[src/design/fws_cfg.svh]
// Purpose: Constants for the flash write-status polling controller
// Assumes: 100 MHz aclk, 16-bit flash data bus, word addressing
// Notes: Operation list below; tags mark the logic in the main file
// Operation
// - Host polls at the address being programmed
// - Host polls erase inside a selected sector
// - Host takes array data only from later reads; the host reports the final status read (last_q) in STAT bits 31:16 instead
// - Host compares two consecutive reads of toggle bit
// - Still toggling after timeout: fail and send reset
// - Host restarts status check from first step
// - Host rechecks polling bit after timeout bit high
`ifndef FWS_CFG_SVH
`define FWS_CFG_SVH

// Register offsets
`define FWS_OFS_CTRL 8'h00
`define FWS_OFS_ADDR 8'h04
`define FWS_OFS_DATA 8'h08
`define FWS_OFS_STAT 8'h0c

// Control fields
`define FWS_CTRL_START 0
`define FWS_CTRL_TOGGLE 1
`define FWS_CTRL_RAW_WR 2
`define FWS_CTRL_RAW_RD 3

// Status fields
`define FWS_STAT_BUSY 0
`define FWS_STAT_PASS 1
`define FWS_STAT_FAIL 2
`define FWS_STAT_TMO 3
`define FWS_STAT_RDY 4

// Flash status bit positions
`define FWS_DQ_POLL 7
`define FWS_DQ_TOG1 6
`define FWS_DQ_TMO 5

// Reset values and commands
`define FWS_ADDR_RST 22'h000000
`define FWS_DATA_RST 16'h00ff
`define FWS_CMD_RESET 16'h00f0

// Timing
`define FWS_CLK_NS 10
`define FWS_T_ACC_NS 70
`define FWS_ACC_CYC ((`FWS_T_ACC_NS + `FWS_CLK_NS - 1) / `FWS_CLK_NS)

`endif

[src/design/fws_pkg.sv]
// Purpose: Types for the flash write-status polling controller
// Assumes: 22-bit word address, 16-bit data
// Notes: Constants live in fws_cfg.svh
package fws_pkg;
  typedef enum logic [3:0] {
    S_IDLE, S_RD_A, S_WAIT_A, S_RD_B, S_WAIT_B, S_EVAL,
    S_RST, S_WAIT_RST, S_RAW, S_WAIT_RAW
  } fws_state_e;

  typedef struct packed {
    logic wr;
    logic [21:0] addr;
    logic [15:0] data;
  } fws_req_s;
endpackage
[src/design/fws_bus_cycle.sv]
// Purpose: One asynchronous flash read or write bus cycle
// Assumes: start only while not busy
// Notes: Strobes held ACC_CYC cycles, released with done
`timescale 1ns/1ps
`include "fws_cfg.svh"
module fws_bus_cycle #(
  parameter int ACC_CYC = `FWS_ACC_CYC
) (
  input wire logic aclk,
  input wire logic aresetn,
  input wire logic start,
  input wire fws_pkg::fws_req_s req,
  output logic busy,
  output logic done,
  output logic [15:0] rdata,
  output logic ce_n,
  output logic oe_n,
  output logic we_n,
  output logic [21:0] addr,
  output logic [15:0] dq_o,
  output logic dq_oe,
  input wire logic [15:0] dq_i
);
  logic [7:0] cnt_q;
  logic [7:0] len_q;

  // Strobe span count for the length check
  always_ff @(posedge aclk) begin
    if (!aresetn) begin
      len_q <= 8'h00;
    end else if (busy) begin
      len_q <= len_q + 8'h01;
    end else begin
      len_q <= 8'h00;
    end
  end

  always_ff @(posedge aclk) begin
    if (!aresetn) begin
      busy <= 1'b0;
      done <= 1'b0;
      cnt_q <= 8'h00;
      ce_n <= 1'b1;
      oe_n <= 1'b1;
      we_n <= 1'b1;
      addr <= 22'h000000;
      dq_o <= 16'h0000;
      dq_oe <= 1'b0;
      rdata <= 16'h0000;
    end else begin
      done <= 1'b0;
      if (!busy && start) begin
        busy <= 1'b1;
        cnt_q <= 8'(ACC_CYC - 1);
        ce_n <= 1'b0;
        oe_n <= req.wr;
        we_n <= !req.wr;
        addr <= req.addr;
        dq_o <= req.data;
        dq_oe <= req.wr;
      end else if (busy) begin
        if (cnt_q == 8'h00) begin
          busy <= 1'b0;
          done <= 1'b1;
          ce_n <= 1'b1;
          oe_n <= 1'b1;
          we_n <= 1'b1;
          dq_oe <= 1'b0;
          rdata <= dq_i;
        end else begin
          cnt_q <= cnt_q - 8'h01;
        end
      end
    end
  end
endmodule // fws_bus_cycle

[src/design/fws_host.sv]
// Purpose: AXI4-Lite controlled host that polls flash write status
// Assumes: Flash pins synchronous to aclk, one flash device
// Notes: Data polling or toggle check, reset command on failure
`timescale 1ns/1ps
`include "fws_cfg.svh"
module fws_host #(
  parameter int ACC_CYC = `FWS_ACC_CYC
) (
  input wire logic aclk,
  input wire logic aresetn,
  input wire logic [7:0] s_axi_awaddr,
  input wire logic s_axi_awvalid,
  output logic s_axi_awready,
  input wire logic [31:0] s_axi_wdata,
  input wire logic [3:0] s_axi_wstrb,
  input wire logic s_axi_wvalid,
  output logic s_axi_wready,
  output logic [1:0] s_axi_bresp,
  output logic s_axi_bvalid,
  input wire logic s_axi_bready,
  input wire logic [7:0] s_axi_araddr,
  input wire logic s_axi_arvalid,
  output logic s_axi_arready,
  output logic [31:0] s_axi_rdata,
  output logic [1:0] s_axi_rresp,
  output logic s_axi_rvalid,
  input wire logic s_axi_rready,
  output logic flash_ce_n,
  output logic flash_oe_n,
  output logic flash_we_n,
  output logic [21:0] flash_addr,
  output logic [15:0] flash_dq_o,
  output logic flash_dq_oe,
  input wire logic [15:0] flash_dq_i,
  input wire logic ready_busy_n
);
  fws_pkg::fws_state_e st_q;
  fws_pkg::fws_req_s req_q;
  logic start_q;
  logic cyc_busy;
  logic cyc_done;
  logic [15:0] cyc_rdata;
  logic [7:0] awaddr_q;
  logic aw_have_q;
  logic [31:0] wdata_q;
  logic [3:0] wstrb_q;
  logic w_have_q;
  logic wr_fire;
  logic [21:0] addr_q;
  logic [15:0] data_q;
  logic toggle_mode_q;
  logic recheck_q;
  logic pass_q;
  logic fail_q;
  logic tmo_q;
  logic [15:0] first_q;
  logic [15:0] last_q;
  logic [2:0] reads_q;
  logic ok;
  logic go_poll;
  logic go_raw_wr;
  logic go_raw_rd;

  function automatic logic [31:0] merge(input logic [31:0] old, input logic [31:0] nw,
                                        input logic [3:0] strb);
    logic [31:0] r;
    r = old;
    for (int i = 0; i < 4; i++) begin
      if (strb[i]) begin
        r[i*8 +: 8] = nw[i*8 +: 8];
      end
    end
    return r;
  endfunction

  // Write channel capture, either order
  always_ff @(posedge aclk) begin
    if (!aresetn) begin
      aw_have_q <= 1'b0;
      w_have_q <= 1'b0;
      awaddr_q <= 8'h00;
      wdata_q <= 32'h00000000;
      wstrb_q <= 4'h0;
      s_axi_awready <= 1'b1;
      s_axi_wready <= 1'b1;
      s_axi_bvalid <= 1'b0;
      s_axi_bresp <= 2'b00;
    end else begin
      if (s_axi_awvalid && s_axi_awready) begin
        aw_have_q <= 1'b1;
        awaddr_q <= s_axi_awaddr;
        s_axi_awready <= 1'b0;
      end
      if (s_axi_wvalid && s_axi_wready) begin
        w_have_q <= 1'b1;
        wdata_q <= s_axi_wdata;
        wstrb_q <= s_axi_wstrb;
        s_axi_wready <= 1'b0;
      end
      if (wr_fire) begin
        aw_have_q <= 1'b0;
        w_have_q <= 1'b0;
        s_axi_bvalid <= 1'b1;
        s_axi_bresp <= (awaddr_q == `FWS_OFS_CTRL || awaddr_q == `FWS_OFS_ADDR ||
                        awaddr_q == `FWS_OFS_DATA) ? 2'b00 : 2'b10;
      end
      if (s_axi_bvalid && s_axi_bready) begin
        s_axi_bvalid <= 1'b0;
        s_axi_awready <= 1'b1;
        s_axi_wready <= 1'b1;
      end
    end
  end

  assign wr_fire = aw_have_q && w_have_q && !s_axi_bvalid;
  assign go_poll = wr_fire && awaddr_q == `FWS_OFS_CTRL && wstrb_q[0] &&
                   wdata_q[`FWS_CTRL_START];
  assign go_raw_wr = wr_fire && awaddr_q == `FWS_OFS_CTRL && wstrb_q[0] &&
                     wdata_q[`FWS_CTRL_RAW_WR];
  assign go_raw_rd = wr_fire && awaddr_q == `FWS_OFS_CTRL && wstrb_q[0] &&
                     wdata_q[`FWS_CTRL_RAW_RD];

  // Address and expected datum registers
  always_ff @(posedge aclk) begin
    if (!aresetn) begin
      addr_q <= `FWS_ADDR_RST;
      data_q <= `FWS_DATA_RST;
    end else if (wr_fire && st_q == fws_pkg::S_IDLE) begin
      if (awaddr_q == `FWS_OFS_ADDR) begin
        addr_q <= 22'(merge({10'h000, addr_q}, wdata_q, wstrb_q));
      end
      if (awaddr_q == `FWS_OFS_DATA) begin
        data_q <= 16'(merge({16'h0000, data_q}, wdata_q, wstrb_q));
      end
    end
  end

  // Register reads
  always_ff @(posedge aclk) begin
    if (!aresetn) begin
      s_axi_arready <= 1'b1;
      s_axi_rvalid <= 1'b0;
      s_axi_rdata <= 32'h00000000;
      s_axi_rresp <= 2'b00;
    end else begin
      if (s_axi_arvalid && s_axi_arready) begin
        s_axi_arready <= 1'b0;
        s_axi_rvalid <= 1'b1;
        s_axi_rresp <= 2'b00;
        case (s_axi_araddr)
          `FWS_OFS_CTRL: s_axi_rdata <= {30'h00000000, toggle_mode_q, 1'b0};
          `FWS_OFS_ADDR: s_axi_rdata <= {10'h000, addr_q};
          `FWS_OFS_DATA: s_axi_rdata <= {16'h0000, data_q};
          `FWS_OFS_STAT: s_axi_rdata <= {last_q, 11'h000, ready_busy_n, tmo_q, fail_q,
                                         pass_q, st_q != fws_pkg::S_IDLE};
          default: begin
            s_axi_rdata <= 32'h00000000;
            s_axi_rresp <= 2'b10;
          end
        endcase
      end
      if (s_axi_rvalid && s_axi_rready) begin
        s_axi_rvalid <= 1'b0;
        s_axi_arready <= 1'b1;
      end
    end
  end

  // Status check outcome
  always_comb begin
    if (toggle_mode_q) begin
      ok = first_q[`FWS_DQ_TOG1] == last_q[`FWS_DQ_TOG1];
    end else begin
      ok = last_q[`FWS_DQ_POLL] == data_q[`FWS_DQ_POLL];
    end
  end

  // Polling sequencer
  always_ff @(posedge aclk) begin
    if (!aresetn) begin
      st_q <= fws_pkg::S_IDLE;
      start_q <= 1'b0;
      req_q <= '0;
      toggle_mode_q <= 1'b0;
      recheck_q <= 1'b0;
      pass_q <= 1'b0;
      fail_q <= 1'b0;
      tmo_q <= 1'b0;
      first_q <= 16'h0000;
      last_q <= 16'h0000;
      reads_q <= 3'h0;
    end else begin
      start_q <= 1'b0;
      case (st_q)
        fws_pkg::S_IDLE: begin
          if (go_poll) begin
            toggle_mode_q <= wdata_q[`FWS_CTRL_TOGGLE];
            recheck_q <= 1'b0;
            pass_q <= 1'b0;
            fail_q <= 1'b0;
            tmo_q <= 1'b0;
            reads_q <= 3'h0;
            st_q <= fws_pkg::S_RD_A;
          end else if (go_raw_wr || go_raw_rd) begin
            req_q <= '{wr: go_raw_wr, addr: addr_q, data: data_q};
            start_q <= 1'b1;
            st_q <= fws_pkg::S_WAIT_RAW;
          end
        end
        fws_pkg::S_RD_A, fws_pkg::S_RD_B: begin
          req_q <= '{wr: 1'b0, addr: addr_q, data: 16'h0000};
          start_q <= 1'b1;
          st_q <= (st_q == fws_pkg::S_RD_A) ? fws_pkg::S_WAIT_A : fws_pkg::S_WAIT_B;
        end
        fws_pkg::S_WAIT_A: begin
          if (cyc_done) begin
            first_q <= cyc_rdata;
            last_q <= cyc_rdata;
            reads_q <= (reads_q == 3'h7) ? reads_q : reads_q + 3'h1;
            st_q <= toggle_mode_q ? fws_pkg::S_RD_B : fws_pkg::S_EVAL;
          end
        end
        fws_pkg::S_WAIT_B: begin
          if (cyc_done) begin
            last_q <= cyc_rdata;
            reads_q <= (reads_q == 3'h7) ? reads_q : reads_q + 3'h1;
            st_q <= fws_pkg::S_EVAL;
          end
        end
        fws_pkg::S_EVAL: begin
          if (ok) begin
            pass_q <= 1'b1;
            st_q <= fws_pkg::S_IDLE;
          end else if (recheck_q) begin
            st_q <= fws_pkg::S_RST;
          end else begin
            if (last_q[`FWS_DQ_TMO]) begin
              recheck_q <= 1'b1;
              tmo_q <= 1'b1;
            end
            st_q <= fws_pkg::S_RD_A;
          end
        end
        fws_pkg::S_RST: begin
          req_q <= '{wr: 1'b1, addr: addr_q, data: `FWS_CMD_RESET};
          start_q <= 1'b1;
          st_q <= fws_pkg::S_WAIT_RST;
        end
        fws_pkg::S_WAIT_RST: begin
          if (cyc_done) begin
            fail_q <= 1'b1;
            st_q <= fws_pkg::S_IDLE;
          end
        end
        fws_pkg::S_WAIT_RAW: begin
          if (cyc_done) begin
            last_q <= cyc_rdata;
            st_q <= fws_pkg::S_IDLE;
          end
        end
        default: st_q <= fws_pkg::S_IDLE;
      endcase
    end
  end

  fws_bus_cycle #(.ACC_CYC(ACC_CYC)) u_cycle (
    .aclk(aclk),
    .aresetn(aresetn),
    .start(start_q),
    .req(req_q),
    .busy(cyc_busy),
    .done(cyc_done),
    .rdata(cyc_rdata),
    .ce_n(flash_ce_n),
    .oe_n(flash_oe_n),
    .we_n(flash_we_n),
    .addr(flash_addr),
    .dq_o(flash_dq_o),
    .dq_oe(flash_dq_oe),
    .dq_i(flash_dq_i)
  );

  // Eval, reset issue, start, ACC_CYC strobe cycles, done, flag
  localparam int FAIL_LAT = ACC_CYC + 4;
endmodule // fws_host

[config.mk]
export PLATFORM = sky130hd
export DESIGN_NAME = fws_host
export DESIGN_NICKNAME = d
export VERILOG_FILES = /design/src/design/fws_pkg.sv /design/src/design/fws_bus_cycle.sv /design/src/design/fws_host.sv
export VERILOG_INCLUDE_DIRS = /design/src /design/src/design
export SDC_FILE = /design/constraint.sdc
export NUM_CORES = 1
export LEC_CHECK = 0
export BUFFER_PORTS_ARGS = -buffer_cell sky130_fd_sc_hd__buf_4
export CAP_MARGIN = 20
export CORE_ASPECT_RATIO = 1.1
export CORE_MARGIN = 2
export CORE_UTILIZATION = 48
export DETAILED_ROUTE_END_ITERATION = 12
export PLACE_DENSITY = 0.7
export SLEW_MARGIN = 5
export SYNTH_ARGS = -nofsm -noshare
export SYNTH_HDL_FRONTEND = slang
export SYNTH_HIERARCHICAL = 1
export SYNTH_SLANG_ARGS = --single-unit
export TNS_END_PERCENT = 50
[constraint.sdc]
create_clock -name aclk -period 2.1 [get_ports aclk]
set_input_delay 0.42 -clock aclk [delete_from_list [all_inputs] [get_ports aclk]]
set_output_delay 0.42 -clock aclk [all_outputs]
set_load 0.05 [all_outputs]
==> impl_results.md <==
* Detailed placement HPWL at 17370 µm
* Worst-Skew Late Latency at 510 ps
* Synth cell types at 64
* Setup Crit Path Kind: reg2reg
* Seq cells post-synth at 246
* Multi-input gate area at 0.004158 mm²
* Synthesized area per cell at 8.537 µm²
* Die Y at 151.2 µm
* Fin. Hold Viols at 0
* IO buf count at 145
* Largest net degree at the start of global routing at 42
* Post-CTS Setup Repair Bufs at 0
* Final cell count without fillers at 1508
* First-pass GRT wire length at 39370 µm
* DRT antenna net count at 0
* Total power at 0.009530 W
* Synth Instances at 1108
* Width of the die at 137.8 µm
* Number of vias per cell at 5.408
* Worst Path Arrival at 2340 ps
* Core area at 0.01923 mm²
* Post-Syn Area at 0.009459 mm²
* Leakage at 4.507 nW
* Clock skew at 11.14 ps
* Ys flop type: dfxtp_1
* # DRC at 0
* PostCTS Resize Cnt at 0
* Fraction of the cycle the final worst path needs at 0.9040
* Initial core utilization at 0.4919
* DR WL/cell at 16.33 µm
* CTS tree: yes
* Clock Sinks at 246
* RSZ-0062 raised after global routing: no
* Synth top area cells: dfxtp_1, nand2_1, a21oi_1, mux2i_1, nor2_1
* Synth-to-layout area growth at 23.90%
* Via count at 8156
* Max-cap violations at 0
* Clk buf depth at 3
* Placed cells at 1464
* Worst path required time at 2540 ps
* Post-layout min period at 1898 ps
* FF-to-FF setup slack at 200 ps
* Pwr/cell area at 813.1 mW/mm²
* Post-synth EDFFs at 0
* CP endpoint kind: flop
* Vias in the first global route at 7620
* Final Util at 0.6094
* Peak Freq at 526.8 MHz
* Worst slew margin at 0.4184
* Pins Over Slew Limit at 0
* TritonRoute pass-1 iters at 5
* Global route total overflow at 0
* Gr usage total at 0.2366
* DR iter-0 viols at 562
* Row cnt at 53
* Worst min path class: in2reg
* Worst Tran Pin Value at 872.3 ps
* Clock root buffer: clkbuf_16
* YS warnings at 6
* Reg area at 0.004925 mm²
* Initial antenna violation count at 0
* GPL Wtd Cong at 0.8277
* Diode count at 0
* Synth area leader: dfxtp_1
* Seq/Total Area, Yosys at 0.5206
* FILL cells at 1724
* Post-route setup TNS at 0 ps
* Status: complete, no violations
* Final wirelength at 24620 µm
* CTS Buf Count at 25
* Worst-path maximum fanout at 8
* Hold buffer count at CTS at 0
* Final setup viols at 0
* VDD IR max at 0.0005305 V
* Ys async rst share at 0
* I/O pins at 159
* Yosys top cell area share at 0.5206
* Final net count at 1322
* Die ar. at 0.02085 mm²
* Clk slew on worst S/H paths at 60 ps
* Startpoint Class: flop
* H-tree levels at 1
* Share of cells above drive strength 1 at 0.2054
[through the flow]
step           setup slack (ps)  cell area, µm²  hold WS, ps
5_1_grt                   91.47           11720        94.65
3_3_place_gp              133.0           10930        439.3
2_1_floorplan             185.1            9463        431.6
4_1_cts                   189.4           11720        85.92
3_5_place_dp              93.16           10930        444.0
6_report                  201.7           11720        103.4
[routing by layer]
layer	part of all wire	track usage	up-vias
met5	0	0	-
met4	0.020	0.06429	0
met3	0.061	0.03882	39
met2	0.47	0.3899	243
met1	0.45	0.3215	3798
li1	-	-	4076
[cells by family (layout without fill, tap and decap cells)]
kind of cell / Yosys count / in the layout / share of synthesized area
flops: 246 / 246 / 0.5206
xor+xnor: 3 / 3 / 0.002778
mux: 51 / 51 / 0.05542
other cells: 1 / 2 / 0.0003964
fa+ha+maj: 2 / 2 / 0.002645
buf+inv: 92 / 244 / 0.04259
compound gates: 268 / 268 / 0.1650
simple gates: 445 / 445 / 0.2106
[power breakdown]
part	switching, W	total (W)	internal [W]
combinational	0.000287	0.000472	0.000185
clock	0.00178	0.00429	0.00252
sequential	0.0000473	0.00477	0.00472
total	0.00211	0.00953	0.00742
[cell type report]
type,instances,share of cell area
multi-input combinational,771,0.3548
timing repair buffer,189,0.1275
inverter,11,0.003737
sequential,246,0.4202
clock buffer,37,0.06235
tap,247,0.02637
clock inverter,7,0.005124
[final timing paths]
| kind | startpoint | end | depth (start not counted) |
|---|---|---|---|
| setup / recovery | st_q[0] | addr_q[14] | 7 |
| hold / removal | s_axi_wvalid | s_axi_wready | 2 |
| setup reg to reg | st_q[0] | addr_q[14] | 7 |
| hold reg to reg | req_q[36] | u_cycle/addr[20] | 2 |
[sequential cells by signal, indices dropped and copies added, names as in the netlist, 3 cells and up]
name	count
req_q	39
s_axi_rdata	32
addr_q	22
u_cycle/addr	22
wdata_q	22
data_q	16
last_q	16
u_cycle/dq_o	16
u_cycle/rdata	16
awaddr_q	8
u_cycle/cnt_q	8
st_q	4
wstrb_q	3
[cell usage after synthesis, types with 2 or more instances]
master and instances:
nor4_2 2, and3_1 6, a311oi_1 2, nand3_1 25
a21oi_1 170, ha_1 2, a21o_1 2, nor4_1 2
nand4_1 19, dfxtp_1 246, or4_1 2, inv_1 10
mux2i_1 49, nand2_1 253, o21ai_0 39, a22oi_1 23
nand3b_1 2, or4b_2 3, buf_2 10, and2_1 8
a31oi_1 4, nor3_1 14, nor3b_1 5, nor2_1 82
buf_4 7, clkbuf_1 61, nand2b_1 4, xor2_1 2
buf_6 2, or3_1 3, o221a_2 12, nor2b_1 5
[worst max-delay path, stage by stage (launching register included)]
cell and delay [ps]:
dfxtp_1 320, nor4_2 390, and3_1 200, buf_4 160, buf_4 150, and3_1 340
nand2_1 110, a21oi_1 160
[layout by cell type (no fill, tap or decap), drive strengths merged, types with 3 or more instances in the layout]
| cell | count |
|---|---|
| a21oi | 171 |
| a22oi | 23 |
| a31oi | 4 |
| and2 | 8 |
| and3 | 6 |
| buf | 189 |
| clkbuf | 37 |
| clkinv | 6 |
| dfxtp | 246 |
| inv | 11 |
| mux2i | 49 |
| nand2 | 253 |
| nand2b | 4 |
| nand3 | 27 |
| nand3b | 3 |
| nand4 | 19 |
| nor2 | 83 |
| nor2b | 5 |
| nor3 | 14 |
| nor3b | 5 |
| nor4 | 4 |
| o21ai | 39 |
| o221a | 12 |
| or3 | 3 |
| or4 | 3 |
| or4b | 3 |
(Power assumes the default switching activity.)
